===== src/sci_regs.svh =====
// Register offsets, field positions, reset values and link counts for the serial
// configuration path. Included by the package; assumes nothing else is defined.
//
// Overview of operation
// (RULE1) Frame check is on after reset
// (RULE2) Clearing check-enable bit turns frame check off
// (RULE3) The disabling write itself still carries check byte
// (RULE4) Disable frame is bytes 02 00 26 24
// (RULE5) Serial output stays off after reset
// (RULE6) All read data leaves through serial output
// (RULE7) Clearing output-disable bit turns serial output on
// (RULE8) Host powers converter buffer before using converter
// (RULE9) Unchecked mode takes three-byte frames, same decode
`ifndef SCI_REGS_SVH
`define SCI_REGS_SVH

// Register addresses (7-bit)
`define SCI_ADDR_CONFIG      7'h02
`define SCI_ADDR_STATUS      7'h03
`define SCI_ADDR_CONV_CFG    7'h10
`define SCI_ADDR_CONV_RES    7'h11

// General configuration fields
`define SCI_CFG_CRC_EN_BIT   0
`define SCI_CFG_SDO_DIS_BIT  1
`define SCI_CFG_RESET        16'h0027

// Converter setup fields
`define SCI_CONV_CONVERTER_BUFFER_POWERDOWN_BIT  0
`define SCI_CONV_CFG_RESET   16'h0001

// Status fields
`define SCI_STAT_CRC_ERR_BIT 0

// Frame check code
`define SCI_CRC_POLY         8'h07
`define SCI_CRC_INIT         8'h00

// Frame layout in bits
`define SCI_ADDR_BITS        6'd8
`define SCI_CMD_BITS         6'd24
`define SCI_FRAME_BITS_CRC   6'd32
`define SCI_CNT_MAX          6'h3f

// Serial clock half period in system clock cycles
`define SCI_SCLK_HALF        4

`endif


===== src/sci_pkg.sv =====
// Types shared by both ends of the serial configuration link.
// Assumes sci_regs.svh is on the include path.
`include "sci_regs.svh"

package sci_pkg;

    typedef enum logic [1:0] {
        SCI_H_IDLE  = 2'b00,
        SCI_H_SHIFT = 2'b01,
        SCI_H_DONE  = 2'b10,
        SCI_H_GAP   = 2'b11
    } sci_hstate_e;

    typedef struct packed {
        logic        sclk_q;
        logic        cs_n_q;
        logic [5:0]  cnt;
        logic [23:0] sh;
        logic [7:0]  crc;
        logic [7:0]  chk;
        logic [15:0] out_sr;
        logic        miso;
        logic [15:0] cfg;
        logic [15:0] conv;
        logic        crc_err;
        logic        err_pulse;
        logic        wr_pulse;
    } sci_dev_s;

    typedef struct packed {
        sci_hstate_e st;
        logic [7:0]  div;
        logic        sclk;
        logic        cs_n;
        logic        mosi;
        logic [5:0]  cnt;
        logic [5:0]  nbits;
        logic [31:0] tx;
        logic [15:0] rx;
        logic        rd;
        logic [6:0]  addr;
        logic [15:0] data;
        logic        crc_on;
        logic        sdo_on;
        logic        buf_on;
        logic        rsp_valid;
        logic        rsp_err;
        logic [15:0] rsp_data;
    } sci_host_s;

    // One step of the frame check code, most significant bit first
    function automatic logic [7:0] sci_crc_bit(input logic [7:0] c, input logic b);
        logic fb;
        fb = c[7] ^ b;
        return {c[6:0], 1'b0} ^ (fb ? `SCI_CRC_POLY : 8'h00);
    endfunction : sci_crc_bit

endpackage : sci_pkg


===== src/sci_link_if.sv =====
// Four-wire serial link between host and device.
// Serial data output has a pull-up: it reads high when nobody drives it.
`timescale 1ns/1ns
`default_nettype none

interface sci_link_if;
    logic cs_n;
    logic sclk;
    logic mosi;
    logic miso;
    logic miso_oe;
    logic miso_line;

    assign miso_line = miso_oe ? miso : 1'b1;

    modport dev  (input cs_n, sclk, mosi, output miso, miso_oe);
    modport host (output cs_n, sclk, mosi, input miso_line);
endinterface : sci_link_if

`default_nettype wire


===== src/sci_dev.sv =====
// Device end of the serial configuration link: frame receiver, frame check,
// configuration registers and serial read-back.
// Assumes link pins synchronous to i_clk_sys and a host clock at most a quarter rate.
`timescale 1ns/1ns
`default_nettype none

`include "sci_regs.svh"

module sci_dev
    import sci_pkg::*;
(
    // Clock and reset
    input  wire logic        i_clk_sys,
    input  wire logic        i_rst_n,
    // Link
    sci_link_if.dev          link,
    // Converter result to read back
    input  wire logic [15:0] i_conv_result,
    // Configuration state
    output logic             o_crc_en,
    output logic             o_sdo_en,
    output logic             o_conv_buf_on,
    output logic [15:0]      o_cfg,
    output logic [15:0]      o_conv_cfg,
    // Events and sticky check-error flag
    output logic             o_crc_err,
    output logic             o_frame_err,
    output logic             o_wr_strobe
);

    sci_dev_s r_r;
    sci_dev_s r_nxt;

    logic       rise;
    logic       fall;
    logic       frame_end;
    logic [6:0] rd_addr;
    logic       rd_flag;
    logic [6:0] wr_addr;
    logic       wr_cmd;
    logic       len_ok;
    logic       chk_ok;
    logic       exec;

    always_comb begin
        rise      = link.sclk & ~r_r.sclk_q & ~link.cs_n;
        fall      = ~link.sclk & r_r.sclk_q & ~link.cs_n;
        frame_end = link.cs_n & ~r_r.cs_n_q;
        rd_addr   = {r_r.sh[5:0], link.mosi};
        rd_flag   = r_r.sh[6];
        wr_addr   = r_r.sh[22:16];
        wr_cmd    = ~r_r.sh[23];
        chk_ok    = (r_r.crc == r_r.chk);
        if (r_r.cfg[`SCI_CFG_CRC_EN_BIT]) begin
            // Checked frames need all four bytes and a matching check byte
            len_ok = (r_r.cnt == `SCI_FRAME_BITS_CRC) & chk_ok;    // [RULE1] [RULE3]
        end else begin
            // Unchecked frames are exactly the three command bytes
            len_ok = (r_r.cnt == `SCI_CMD_BITS);                   // [RULE9]
        end
        exec = frame_end & len_ok & wr_cmd;
    end

    always_comb begin
        r_nxt           = r_r;
        r_nxt.sclk_q    = link.sclk;
        r_nxt.cs_n_q    = link.cs_n;
        r_nxt.err_pulse = 1'b0;
        r_nxt.wr_pulse  = 1'b0;

        // Bit capture on rising serial clock
        if (rise) begin
            if (r_r.cnt < `SCI_CMD_BITS) begin
                r_nxt.sh  = {r_r.sh[22:0], link.mosi};
                r_nxt.crc = sci_crc_bit(r_r.crc, link.mosi);
            end else if (r_r.cnt < `SCI_FRAME_BITS_CRC) begin
                r_nxt.chk = {r_r.chk[6:0], link.mosi};
            end
            if (r_r.cnt != `SCI_CNT_MAX) begin
                r_nxt.cnt = r_r.cnt + 6'd1;
            end
            // Address byte complete: fetch read-back word
            if (r_r.cnt == `SCI_ADDR_BITS - 6'd1 && rd_flag) begin
                case (rd_addr)
                    `SCI_ADDR_CONFIG:   r_nxt.out_sr = r_r.cfg;
                    `SCI_ADDR_CONV_CFG: r_nxt.out_sr = r_r.conv;
                    `SCI_ADDR_CONV_RES: r_nxt.out_sr = i_conv_result;  // [RULE6]
                    `SCI_ADDR_STATUS: begin
                        r_nxt.out_sr = 16'h0000;
                        r_nxt.out_sr[`SCI_STAT_CRC_ERR_BIT] = r_r.crc_err;
                        r_nxt.crc_err = 1'b0;
                    end
                    default:            r_nxt.out_sr = 16'h0000;
                endcase
            end
        end

        // Read-back bits change on falling serial clock
        if (fall && r_r.cnt >= `SCI_ADDR_BITS && r_r.cnt < `SCI_CMD_BITS) begin
            r_nxt.miso   = r_r.out_sr[15];                         // [RULE6]
            r_nxt.out_sr = {r_r.out_sr[14:0], 1'b0};
        end

        // Frame end: decode and execute
        if (frame_end) begin
            if (exec) begin
                r_nxt.wr_pulse = 1'b1;
                case (wr_addr)
                    `SCI_ADDR_CONFIG:   r_nxt.cfg  = r_r.sh[15:0];  // [RULE2] [RULE7]
                    `SCI_ADDR_CONV_CFG: r_nxt.conv = r_r.sh[15:0];
                    default:            r_nxt.wr_pulse = 1'b0;
                endcase
            end
            if (r_r.cnt != 6'd0 && !len_ok) begin
                r_nxt.err_pulse = 1'b1;
                // Set wins over a clear in the same cycle
                r_nxt.crc_err   = 1'b1;
            end
            r_nxt.cnt  = 6'd0;
            r_nxt.crc  = `SCI_CRC_INIT;
            r_nxt.chk  = 8'h00;
            r_nxt.sh   = 24'h000000;
            r_nxt.miso = 1'b0;
        end
    end

    always_ff @(posedge i_clk_sys or negedge i_rst_n) begin
        if (!i_rst_n) begin
            r_r.sclk_q    <= 1'b0;
            r_r.cs_n_q    <= 1'b1;
            r_r.cnt       <= 6'd0;
            r_r.sh        <= 24'h000000;
            r_r.crc       <= `SCI_CRC_INIT;
            r_r.chk       <= 8'h00;
            r_r.out_sr    <= 16'h0000;
            r_r.miso      <= 1'b0;
            r_r.cfg       <= `SCI_CFG_RESET;                       // [RULE1] [RULE5]
            r_r.conv      <= `SCI_CONV_CFG_RESET;
            r_r.crc_err   <= 1'b0;
            r_r.err_pulse <= 1'b0;
            r_r.wr_pulse  <= 1'b0;
        end else begin
            r_r <= r_nxt;
        end
    end

    // Output driver only while selected and enabled
    assign link.miso    = r_r.miso;
    assign link.miso_oe = ~link.cs_n & ~r_r.cfg[`SCI_CFG_SDO_DIS_BIT];  // [RULE5] [RULE7]

    assign o_crc_en      = r_r.cfg[`SCI_CFG_CRC_EN_BIT];
    assign o_sdo_en      = ~r_r.cfg[`SCI_CFG_SDO_DIS_BIT];
    assign o_conv_buf_on = ~r_r.conv[`SCI_CONV_CONVERTER_BUFFER_POWERDOWN_BIT];
    assign o_cfg         = r_r.cfg;
    assign o_conv_cfg    = r_r.conv;
    assign o_crc_err     = r_r.crc_err;
    assign o_frame_err   = r_r.err_pulse;
    assign o_wr_strobe   = r_r.wr_pulse;

endmodule : sci_dev

`default_nettype wire


===== src/flat_wrapper.sv =====
// flat-port wrapper written by rule: the top's interface ports become plain ports
module sci_dev_flat import sci_pkg::*;
  (i_clk_sys, i_rst_n, i_conv_result, o_crc_en, o_sdo_en, o_conv_buf_on, o_cfg, o_conv_cfg, o_crc_err, o_frame_err, o_wr_strobe, link_cs_n, link_sclk, link_mosi, link_miso, link_miso_oe);
  sci_link_if link_i ();
  input  wire logic i_clk_sys;
  input  wire logic i_rst_n;
  input  wire logic [15:0] i_conv_result;
  output logic o_crc_en;
  output logic o_sdo_en;
  output logic o_conv_buf_on;
  output logic [15:0] o_cfg;
  output logic [15:0] o_conv_cfg;
  output logic o_crc_err;
  output logic o_frame_err;
  output logic o_wr_strobe;
  input wire logic [$bits(link_i.cs_n)-1:0] link_cs_n;
  input wire logic [$bits(link_i.sclk)-1:0] link_sclk;
  input wire logic [$bits(link_i.mosi)-1:0] link_mosi;
  output wire logic [$bits(link_i.miso)-1:0] link_miso;
  output wire logic [$bits(link_i.miso_oe)-1:0] link_miso_oe;
  assign link_i.cs_n = link_cs_n;
  assign link_i.sclk = link_sclk;
  assign link_i.mosi = link_mosi;
  assign link_miso = link_i.miso;
  assign link_miso_oe = link_i.miso_oe;
  sci_dev u_core (.i_clk_sys(i_clk_sys), .i_rst_n(i_rst_n), .link(link_i), .i_conv_result(i_conv_result), .o_crc_en(o_crc_en), .o_sdo_en(o_sdo_en), .o_conv_buf_on(o_conv_buf_on), .o_cfg(o_cfg), .o_conv_cfg(o_conv_cfg), .o_crc_err(o_crc_err), .o_frame_err(o_frame_err), .o_wr_strobe(o_wr_strobe));
endmodule

===== config.mk =====
export PLATFORM = sky130hd
export DESIGN_NAME = sci_dev_flat
export DESIGN_NICKNAME = d
export VERILOG_FILES = /design/src/sci_pkg.sv /design/src/sci_link_if.sv /design/src/sci_dev.sv /design/src/flat_wrapper.sv
export VERILOG_INCLUDE_DIRS = /design/src
export SDC_FILE = /design/constraint.sdc
export NUM_CORES = 1
export LEC_CHECK = 0
export BUFFER_PORTS_ARGS = -buffer_cell sky130_fd_sc_hd__buf_2
export CAP_MARGIN = 10
export CORE_MARGIN = 5
export CORE_UTILIZATION = 45
export CTS_CLUSTER_DIAMETER = 100
export DETAILED_ROUTE_END_ITERATION = 7
export SLEW_MARGIN = 20
export SYNTH_ARGS = -nofsm -noshare
export SYNTH_HDL_FRONTEND = slang
export SYNTH_SLANG_ARGS = --single-unit

===== constraint.sdc =====
create_clock -name i_clk_sys -period 5.1 [get_ports i_clk_sys]
set_clock_uncertainty 0.1 [all_clocks]
set_input_delay 0 -clock i_clk_sys [delete_from_list [all_inputs] [get_ports i_clk_sys]]
set_output_delay 0 -clock i_clk_sys [all_outputs]
set_load 0.05 [all_outputs]

# Yosys cells after proc, flatten, opt, wreduce, memory -nomap -nowiden
# Index checks and enable logic that the tools add are counted.
[word_totals] wordCells=88 in_bits=21 reg_bits=100
[op_classes] order_cmp=3 bitwise_logic=18 add_sub_neg=1 n_mux=21 eq_ne=12 reduce_logical=20
[op_table] cell="two-way mux 32 bit" n=2
[op_table] cell="case mux 16 bit (4 select lines)" n=1
[op_table] cell="two-way mux 62 bit" n=1
[op_table] cell="two-way mux 16 bit" n=3
[op_table] cell="two-way mux 46 bit" n=1
[op_table] cell="two-way mux 36 bit" n=1
[op_table] cell="equality test 7 x 2 -> 1 bit (second input constant)" n=3
[op_table] cell="equality test 7 x 5 -> 1 bit (second input constant)" n=3
[op_table] cell="two-way mux 17 bit" n=1
[op_table] cell="two-way mux 8 bit" n=2
[op_table] cell="nonzero test 2 bit" n=7
[op_table] cell="AND 1 bit" n=9
[op_table] cell="AND reduction 3 bit" n=3
[op_table] cell="equality test 8 bit" n=1
[op_table] cell="XOR 8 bit" n=1
[op_table] cell="inverter 1 bit" n=7
[op_table] cell="adder 6 x 1 -> 6 bit (second input constant)" n=1
[op_table] cell="equality test 6 x 3 -> 1 bit (second input constant)" n=1
[op_table] cell="equality test 6 x 5 -> 1 bit (second input constant)" n=1
[op_table] cell="equality test 6 bit (second input constant)" n=1
[op_table] cell=">= comparator 6 x 4 -> 1 bit (second input constant)" n=1
[op_table] cell="less-than comparator 6 x 5 -> 1 bit (second input constant)" n=1
[op_table] cell="less-than comparator 6 bit (second input constant)" n=1
[op_table] cell="two-way mux 1 bit" n=6
[op_table] cell="11 further kinds" n=16

# Depth between registers and ports, before layout
# Gate-level depths: netlist of the first run.
[depth] word_depth=7 depth_mapped=7 ltp_nobuf=6

# Least setup slack after synthesis of the first run
# OpenSTA, ideal clock, no wires.
[synth_path] path_kind="flip-flop to flip-flop" startpoint="reg u_core.r_r (netlist bit u_core.o_cfg[0])" endpoint="reg u_core.r_r (netlist bit u_core.o_cfg[10])" n_path_buf=1 path_slack_ns=2.944 path_stages_with_launch=6 arrival_time_ns=1.930 setup_time_ns=0.125 period_less_slack_ns=2.156 cell_sequence="dfstp_2 nand4b_1 nor3_2 o211ai_4 buf_6 mux2_4"
[synth_via] elab_chain_cells=4
[synth_rtl] item="start: declaration" line_no="sci_dev.sv:31" source="sci_dev_s r_r;"
[synth_rtl] item="start signal: assignment" line_no="sci_dev.sv:143" source="r_r <= r_nxt;"
[synth_rtl] item="two-way mux 1 bit" line_no="sci_dev.sv:54" source="if (r_r.cfg[`SCI_CFG_CRC_EN_BIT]) begin"
[synth_rtl] item="AND 1 bit (2 in series)" line_no="sci_dev.sv:61" source="exec = frame_end & len_ok & wr_cmd;"
[synth_rtl] item="AND reduction 3 bit (no line)"
# Every way passes these cells.
# A chain may end at the register's enable or synchronous reset.

# Worst setup path after layout of the first run
[layout_path] startpoint="reg u_core.r_r[73] (netlist name)" endpoint="reg u_core.r_r[48] (netlist name)"
[layout_via] elab_chain_cells=5 word_cells_on_any_way=8 cone_classes="eq/ne (4); mux (4)"
[layout_rtl] item="equality test 7 x 2 -> 1 bit / equality test 7 x 5 -> 1 bit (equally long branches)" line_no="sci_dev.sv:84" source="case (rd_addr)"
[layout_rtl] item="case mux 16 bit (4 select lines) (*)" line_no="sci_dev.sv:84"
[layout_rtl] item="two-way mux 16 bit (*)" line_no="sci_dev.sv:83" source="if (r_r.cnt == `SCI_ADDR_BITS - 6'd1 && rd_flag) begin"
[layout_rtl] item="two-way mux 62 bit (*)" line_no="sci_dev.sv:72" source="if (rise) begin"
[layout_rtl] item="two-way mux 17 bit (*)" line_no="sci_dev.sv:99" source="if (fall && r_r.cnt >= `SCI_ADDR_BITS && r_r.cnt < `SCI_CMD_BITS) begin"
# Every way passes the cells marked *; elsewhere a longest branch is shown, timed or not. The select of a mux whose other input is x is not followed.

==> impl_metrics.py, run 1 <==
metrics = {
    "placement": {
        "hpwl_um": 7230,
        "gp_congestion": 0.811,
        "port-buffer-count": 60,
    },
    "worst_setup_path": {
        "endpoint_kind": "flip-flop",
        "path_cells": "or4_4, nor3_4, o21ai_2, a211oi_1, a221o_1",
        "cp.buffers_inverters": 0,
        "timing.rr.start": "u_core.r_r[73]",
        "crit_fanout": 18,
        "path_delay_family": "simple AND/OR/NAND/NOR gates",
        "worst-r2r-cell-count": 5,
        "critPathKind": "flip-flop to flip-flop",
        "cp.arrival_ns": 2.79,
        "cp_slowest_cell": "or4_4",
        "critPathMaxStageDelay_ns": 0.59,
        "required_ns": 5.29,
        "r2r_end": "u_core.r_r[48]",
        "crit_path_start_kind": "flip-flop",
        "ff2ff_setup_slack_ns": 2.51,
    },
    "global_route": {
        "gr-usage-all-layers_pct": 16.8,
        "grt_max_degree": 64,
        "use_met3_pct": 3.47,
        "grt_pass1_vias": 3166,
        "use_met2_pct": 22.7,
        "top_usage_layer": "met1",
        "antenna_found_initial": 0,
        "grt_pass1_wl_um": 17500,
        "gr-total-overflow": 0,
        "use_met1_pct": 27.0,
    },
    "power": {
        "p_leak_uw": 0.00249,
        "pwr-share-comb_pct": 6.8,
        "cellPowerDensity_nw_per_um2": 265,
        "swShare_pct": 23.5,
        "p_sw_uw": 334,
        "vdd.ir_drop.worst_uv": 138,
        "seqPwrFrac_pct": 57.2,
        "intPower_uw": 1090,
        "p_clk_share_pct": 36.0,
    },
    "timing": {
        "period_minus_slack_ns": 2.59,
        "finalMaxSlewViolations": 0,
        "fmax_mhz": 386,
        "worst_hold_slack_ns": 0.0338,
        "post-route-period-util_pct": 50.9,
        "rsz0062_at_grt": "false",
        "timing_hold_violations_final": 0,
        "setup_viol": 0,
        "finalSetupTns_ns": 0,
        "worstMarginPinSlew_ns": 0.970,
        "relSlewSlack_pct": 34.8,
    },
    "job": {
        "maxCapViolations": 0,
    },
    "synthesis": {
        "ys_top_cells_by_count": "dfrtp_1 (94), nand2_1 (80), buf_4 (33)",
        "yosys_warnings": 0,
        "syn_inst": 446,
        "muxShareOfSynthArea_pct": 10.6,
        "synth_edf_count": 0,
        "ys.flop_type": "dfrtp_1",
        "synth_most_common_cell": "dfrtp_1",
        "synth_top_family_by_area": "compound AO/OA/AOI/OAI gates",
        "yosys.area.top_type": "dfrtp_1",
        "synth_compound_area_share_pct": 14.5,
        "synth_top_cell_area_share_pct": 47.4,
        "syn_area_sq_um": 4960,
        "seq_area_frac_synth_pct": 50.6,
        "async_reset_ff_share_pct": 100,
        "syn_nets": 469,
        "synth-xor-area-share_pct": 3.00,
        "synth_cell_types": 49,
        "yosys_register_bits": 100,
        "synth_area_per_cell_sq_um": 11.1,
        "synth_area_leaders": "dfrtp_1 (47%), nand2_1 (6.1%), mux2_4 (5.4%), buf_4 (5.0%), dfstp_2 (3.2%)",
        "synthAdderAreaFrac_pct": 0.504,
        "synth_simple_gate_area_share_pct": 12.9,
    },
    "layout": {
        "syn_to_final_growth_pct": 8.02,
        "layout.nets": 490,
        "fillers": 1026,
        "antenna_cells": 0,
        "drive_above_1_share_pct": 28.0,
    },
    "floorplan": {
        "die_x_um": 115,
        "fp.dieArea_sq_um": 13200,
        "ios": 61,
        "die_h_um": 115,
        "start_util_pct": 45.8,
        "coreArea_sq_um": 10800,
        "rows": 38,
    },
    "clock_tree": {
        "htree_levels": 3,
        "cts_resized": 0,
        "postCtsSetupBuffers": 0,
        "cts_buffers": 9,
        "cts_root_buf": "clkbuf_8",
        "clk_pin_slew_ns": 0.09,
        "cts_tree": "yes",
        "holdBufCountCts": 4,
        "clock_path_buffers": 2,
        "cts_sinks": 100,
        "clock_latency_ns": 0.35,
    },
    "min_path": {
        "whs_endpoint": "u_core.r_r[40]",
        "hold_depth": 4,
        "min_from": "i_conv_result[4]",
        "min_path_type": "input port to flip-flop",
    },
    "drt": {
        "drc_errors": 0,
        "via_per_inst": 5.31,
        "post_drt_wl_per_cell_um": 17.1,
        "wirelength_um": 10400,
        "drt_iter0_drc": 222,
        "firstDrtPassIters": 4,
        "vias": 3243,
        "detail-route-antenna-nets": 0,
    },
    "status": {
        "status": "finished, final reports clean",
    },
}
cell families (layout without fill, tap and decap cells):
logic type               after synthesis  in the layout
AND/OR/NAND/NOR                      131            131
adder cells (fa/ha/maj)                2              2
multiplexers                          42             42
buffers and inverters                 65             90
AO/OA/AOI/OAI                         89             89
XOR/XNOR                              17             17
flip-flops                           100            100
worst min-delay path: cells and delay by family:
| kind | cells | cell delay, ns |
|---|---|---|
| buffers and inverters | 1 | 0.08 |
| and+or+nand+nor | 1 | 0.05 |
| AOI/OAI and AO/OA | 2 | 0.32 |
sequential cells by signal (all words and copies together), names as in the netlist:
signal and count:
u_core.link.miso 1, u_core.o_cfg 16, u_core.o_conv_cfg 16, u_core.o_crc_err 1, u_core.o_frame_err 1, u_core.o_wr_strobe 1
u_core.r_r 64
per-layer routing:
layer	vias to the layer above	part of all wire [%]
li1	1593	-
met1	1582	52
met2	61	42
met3	7	4.5
met4	0	0.97
met5	-	0
placed cells by master, fill, tap and decap left out, types with 7 or more instances in the layout:
cell      instances
dfrtp_1          94
nand2_1          80
buf_2            59
o21ai_0          30
nor2_1           21
mux2_4           18
a221oi_1         15
a221o_1          15
xnor2_1          11
mux2i_1          11
clkbuf_8         11
a211oi_2          9
a211oi_1          7
mux2_2            7
area by class of cell:
cell class	instances	area, sq um	share of cell area (%)
flip-flops and latches	100	2510	46.8
multi-input cells	281	2070	38.6
repair buffers	69	380	7.10
well taps	140	175	3.27
clock buffers	12	155	2.90
clock inverters	3	46.3	0.864
inverters	6	22.5	0.420
power by group through the flow:
stage                     Combinational, uW  Clock, uW  Sequential, uW
final                                  96.0        511             812
after global routing                    109        564             814
after CTS                              98.1        534             812
after detailed placement               95.2          0             827
after global placement                 93.0          0             827
after floorplan                        54.2          0             829
metrics by stage:
stage	worst slack (ns)	utilization, %	power (uW)	std cells	instance area (sq um)
floorplan	2.94	-	883	446	4960
global placement	2.62	47.2	920	592	5110
detailed placement	2.52	47.2	923	592	5110
CTS	2.51	49.4	1440	611	5360
global route	2.34	49.4	1490	611	5360
finish	2.51	49.4	1420	611	5360
how the worst max path moves through the flow:
stage,startpoint,to,slack [ns],depth (start not counted)
2_1_floorplan,u_core.o_cfg[0],u_core.o_cfg[10],2.94,5
3_3_place_gp,u_core.r_r[73],u_core.r_r[48],2.62,5
3_5_place_dp,u_core.r_r[73],u_core.r_r[48],2.52,5
4_1_cts,u_core.r_r[73],u_core.r_r[48],2.51,5
5_1_grt,u_core.r_r[73],u_core.r_r[48],2.34,5
6_report,u_core.r_r[73],u_core.r_r[48],2.51,5
(Power assumes the default switching activity.)
==> run 2, diff against run 1 <==
==> constraint.sdc (replaced) <==
create_clock -name i_clk_sys -period 2.4 [get_ports i_clk_sys]
set_clock_uncertainty 0.1 [all_clocks]
set_input_delay 0 -clock i_clk_sys [delete_from_list [all_inputs] [get_ports i_clk_sys]]
set_output_delay 0 -clock i_clk_sys [all_outputs]
set_load 0.05 [all_outputs]
==> run 2 against run 1 <==
Power up 110%. Final area grew 1.9%. Global-route usage increased by 0.13 points. Critical path depth decreased by 1. Combinational power is 130% higher. Highest routed layer unchanged.
==> impl_metrics.py, run 2 (same netlist as run 1, synthesis figures left out) <==
metrics = {
    "clock_tree": {
        "clk_pin_slew_ns": 0.10,
        "clock_latency_ns": 0.37,
        "cts_buffers": 9,
        "cts_sinks": 100,
        "clock_path_buffers": 2,
        "cts_root_buf": "clkbuf_8",
        "htree_levels": 3,
        "cts_tree": "yes",
    },
    "drt": {
        "drt_iter0_drc": 269,
        "vias": 3283,
        "detail-route-antenna-nets": 0,
        "post_drt_wl_per_cell_um": 17.1,
        "firstDrtPassIters": 5,
        "drc_errors": 0,
        "via_per_inst": 5.27,
        "wirelength_um": 10700,
    },
    "worst_setup_path": {
        "cp.buffers_inverters": 0,
        "path_delay_family": "simple AND/OR/NAND/NOR gates",
        "path_cells": "or4_4, nor4_4, o211ai_4, mux2_1",
        "crit_fanout": 16,
        "required_ns": 2.55,
        "critPathMaxStageDelay_ns": 0.56,
        "endpoint_kind": "flip-flop",
        "critPathKind": "flip-flop to flip-flop",
        "ff2ff_setup_slack_ns": 0.12,
        "cp.arrival_ns": 2.42,
        "cp_slowest_cell": "or4_4",
        "crit_path_start_kind": "flip-flop",
    },
    "timing": {
        "setup_viol": 0,
        "post-route-period-util_pct": 94.9,
        "relSlewSlack_pct": 43.3,
        "period_minus_slack_ns": 2.28,
        "fmax_mhz": 439,
        "worst_hold_slack_ns": 0.0225,
        "setup_ws_ns": 0.123,
        "timing_hold_violations_final": 0,
        "finalSetupTns_ns": 0,
        "rsz0062_at_grt": "false",
        "finalMaxSlewViolations": 0,
        "worstMarginPinSlew_ns": 0.850,
    },
    "placement": {
        "dp_worst_setup_slack_ns": 0.0941,
        "gp_congestion": 0.780,
        "hpwl_um": 7490,
        "port-buffer-count": 60,
        "placed_area_sq_um": 5210,
    },
    "power": {
        "vdd.ir_drop.worst_uv": 250,
        "pwr-share-comb_pct": 7.6,
        "swShare_pct": 25.7,
        "intPower_uw": 2200,
        "p_leak_uw": 0.00255,
        "p_clk_share_pct": 34.1,
        "p_sw_uw": 760,
        "cellPowerDensity_nw_per_um2": 542,
        "seqPwrFrac_pct": 58.3,
        "power.total_uw": 2960,
    },
    "layout": {
        "layout_commonest_cell": "dfrtp_1",
        "syn_to_final_growth_pct": 10.0,
        "largest_register_ffs": 64,
        "fillers": 995,
        "regMostFlops": "u_core.r_r",
        "antenna_cells": 0,
        "regArea_sq_um": 2510,
        "drive_above_1_share_pct": 29.6,
        "multi_input_area_sq_um": 2070,
        "layout.nets": 501,
        "stdcell_area_sq_um": 5460,
        "final_cell_mix": "dfrtp_1 (94), nand2_1 (80), buf_2 (59), o21ai_0 (30), nor2_1 (21)",
    },
    "floorplan": {
        "fp.dieArea_sq_um": 13200,
        "die_h_um": 115,
        "ios": 61,
        "start_util_pct": 45.8,
        "coreArea_sq_um": 10800,
        "die_x_um": 115,
        "rows": 38,
    },
    "global_route": {
        "use_met2_pct": 24.8,
        "gr-total-overflow": 0,
        "gr-usage-all-layers_pct": 16.9,
        "use_met1_pct": 25.2,
        "grt_pass1_wl_um": 17600,
        "use_met3_pct": 3.63,
        "antenna_found_initial": 0,
        "top_usage_layer": "met1",
        "grt_pass1_vias": 3310,
        "grt_max_degree": 64,
    },
    "status": {
        "status": "finished, final reports clean",
    },
    "job": {
        "maxCapViolations": 0,
    },
    "min_path": {
        "min_path_type": "input port to flip-flop",
    },
}
run 2: final cells by class:
cell class	count	area share, %
Clock buffer	10	2.52
Timing Repair Buffer	80	9.10
Multi-Input combinational cell	281	37.9
Tap cell	140	3.21
Inverter	6	0.413
Sequential cell	100	46.0
Clock inverter	6	0.871
run 2: path summary, 6_finish.rpt:
kind	startpoint	endpoint	cells past startpoint
max in group asynchronous	i_rst_n	u_core.r_r[78]	4
worst max register to register	u_core.r_r[89]	u_core.o_conv_cfg[13]	4
worst min register to register	u_core.r_r[36]	u_core.r_r[36]	2
worst min-delay path	i_conv_result[3]	u_core.r_r[39]	4
min in group asynchronous	i_rst_n	u_core.o_cfg[11]	3
worst max-delay path	u_core.r_r[89]	u_core.o_conv_cfg[13]	4
run 2: worst min-delay path: cells and delay by family:
kind	cells	cell delay [ns]
simple gates	1	0.06
compound gates	2	0.33
buf+inv	1	0.08
run 2: what timing repair did:
item / CTS / global route
endpoints found under the hold margin: 97 / 0
hold buffers: 6 / 0
endpoints found under the setup margin: 0 / 16
buffers inserted: 0 / 0
gates resized for setup: 0 / 2
run 2: per-stage QoR:
stage | utilization [%] | cells
after global routing | 50.4 | 623
after detailed placement | 48.0 | 601
final | 50.4 | 623
after floorplan | - | 446
after CTS | 50.3 | 623
after global placement | 48.0 | 601
run 2: power groups by stage:
| stage | sequential (uW) | combinational (uW) | clock, uW |
|---|---|---|---|
| after global placement | 1760 | 216 | 0 |
| after detailed placement | 1760 | 219 | 0 |
| after global routing | 1730 | 252 | 1120 |
| final | 1730 | 223 | 1010 |
| after floorplan | 1760 | 115 | 0 |
| after CTS | 1730 | 228 | 1050 |
run 2: routing by layer:
layer	share of wire [%]	wire (um)	vias to the layer above
met5	0	0	-
met4	0.67	71	0
met3	5.0	534	4
met2	45	4840	59
met1	49	5230	1607
li1	-	-	1613
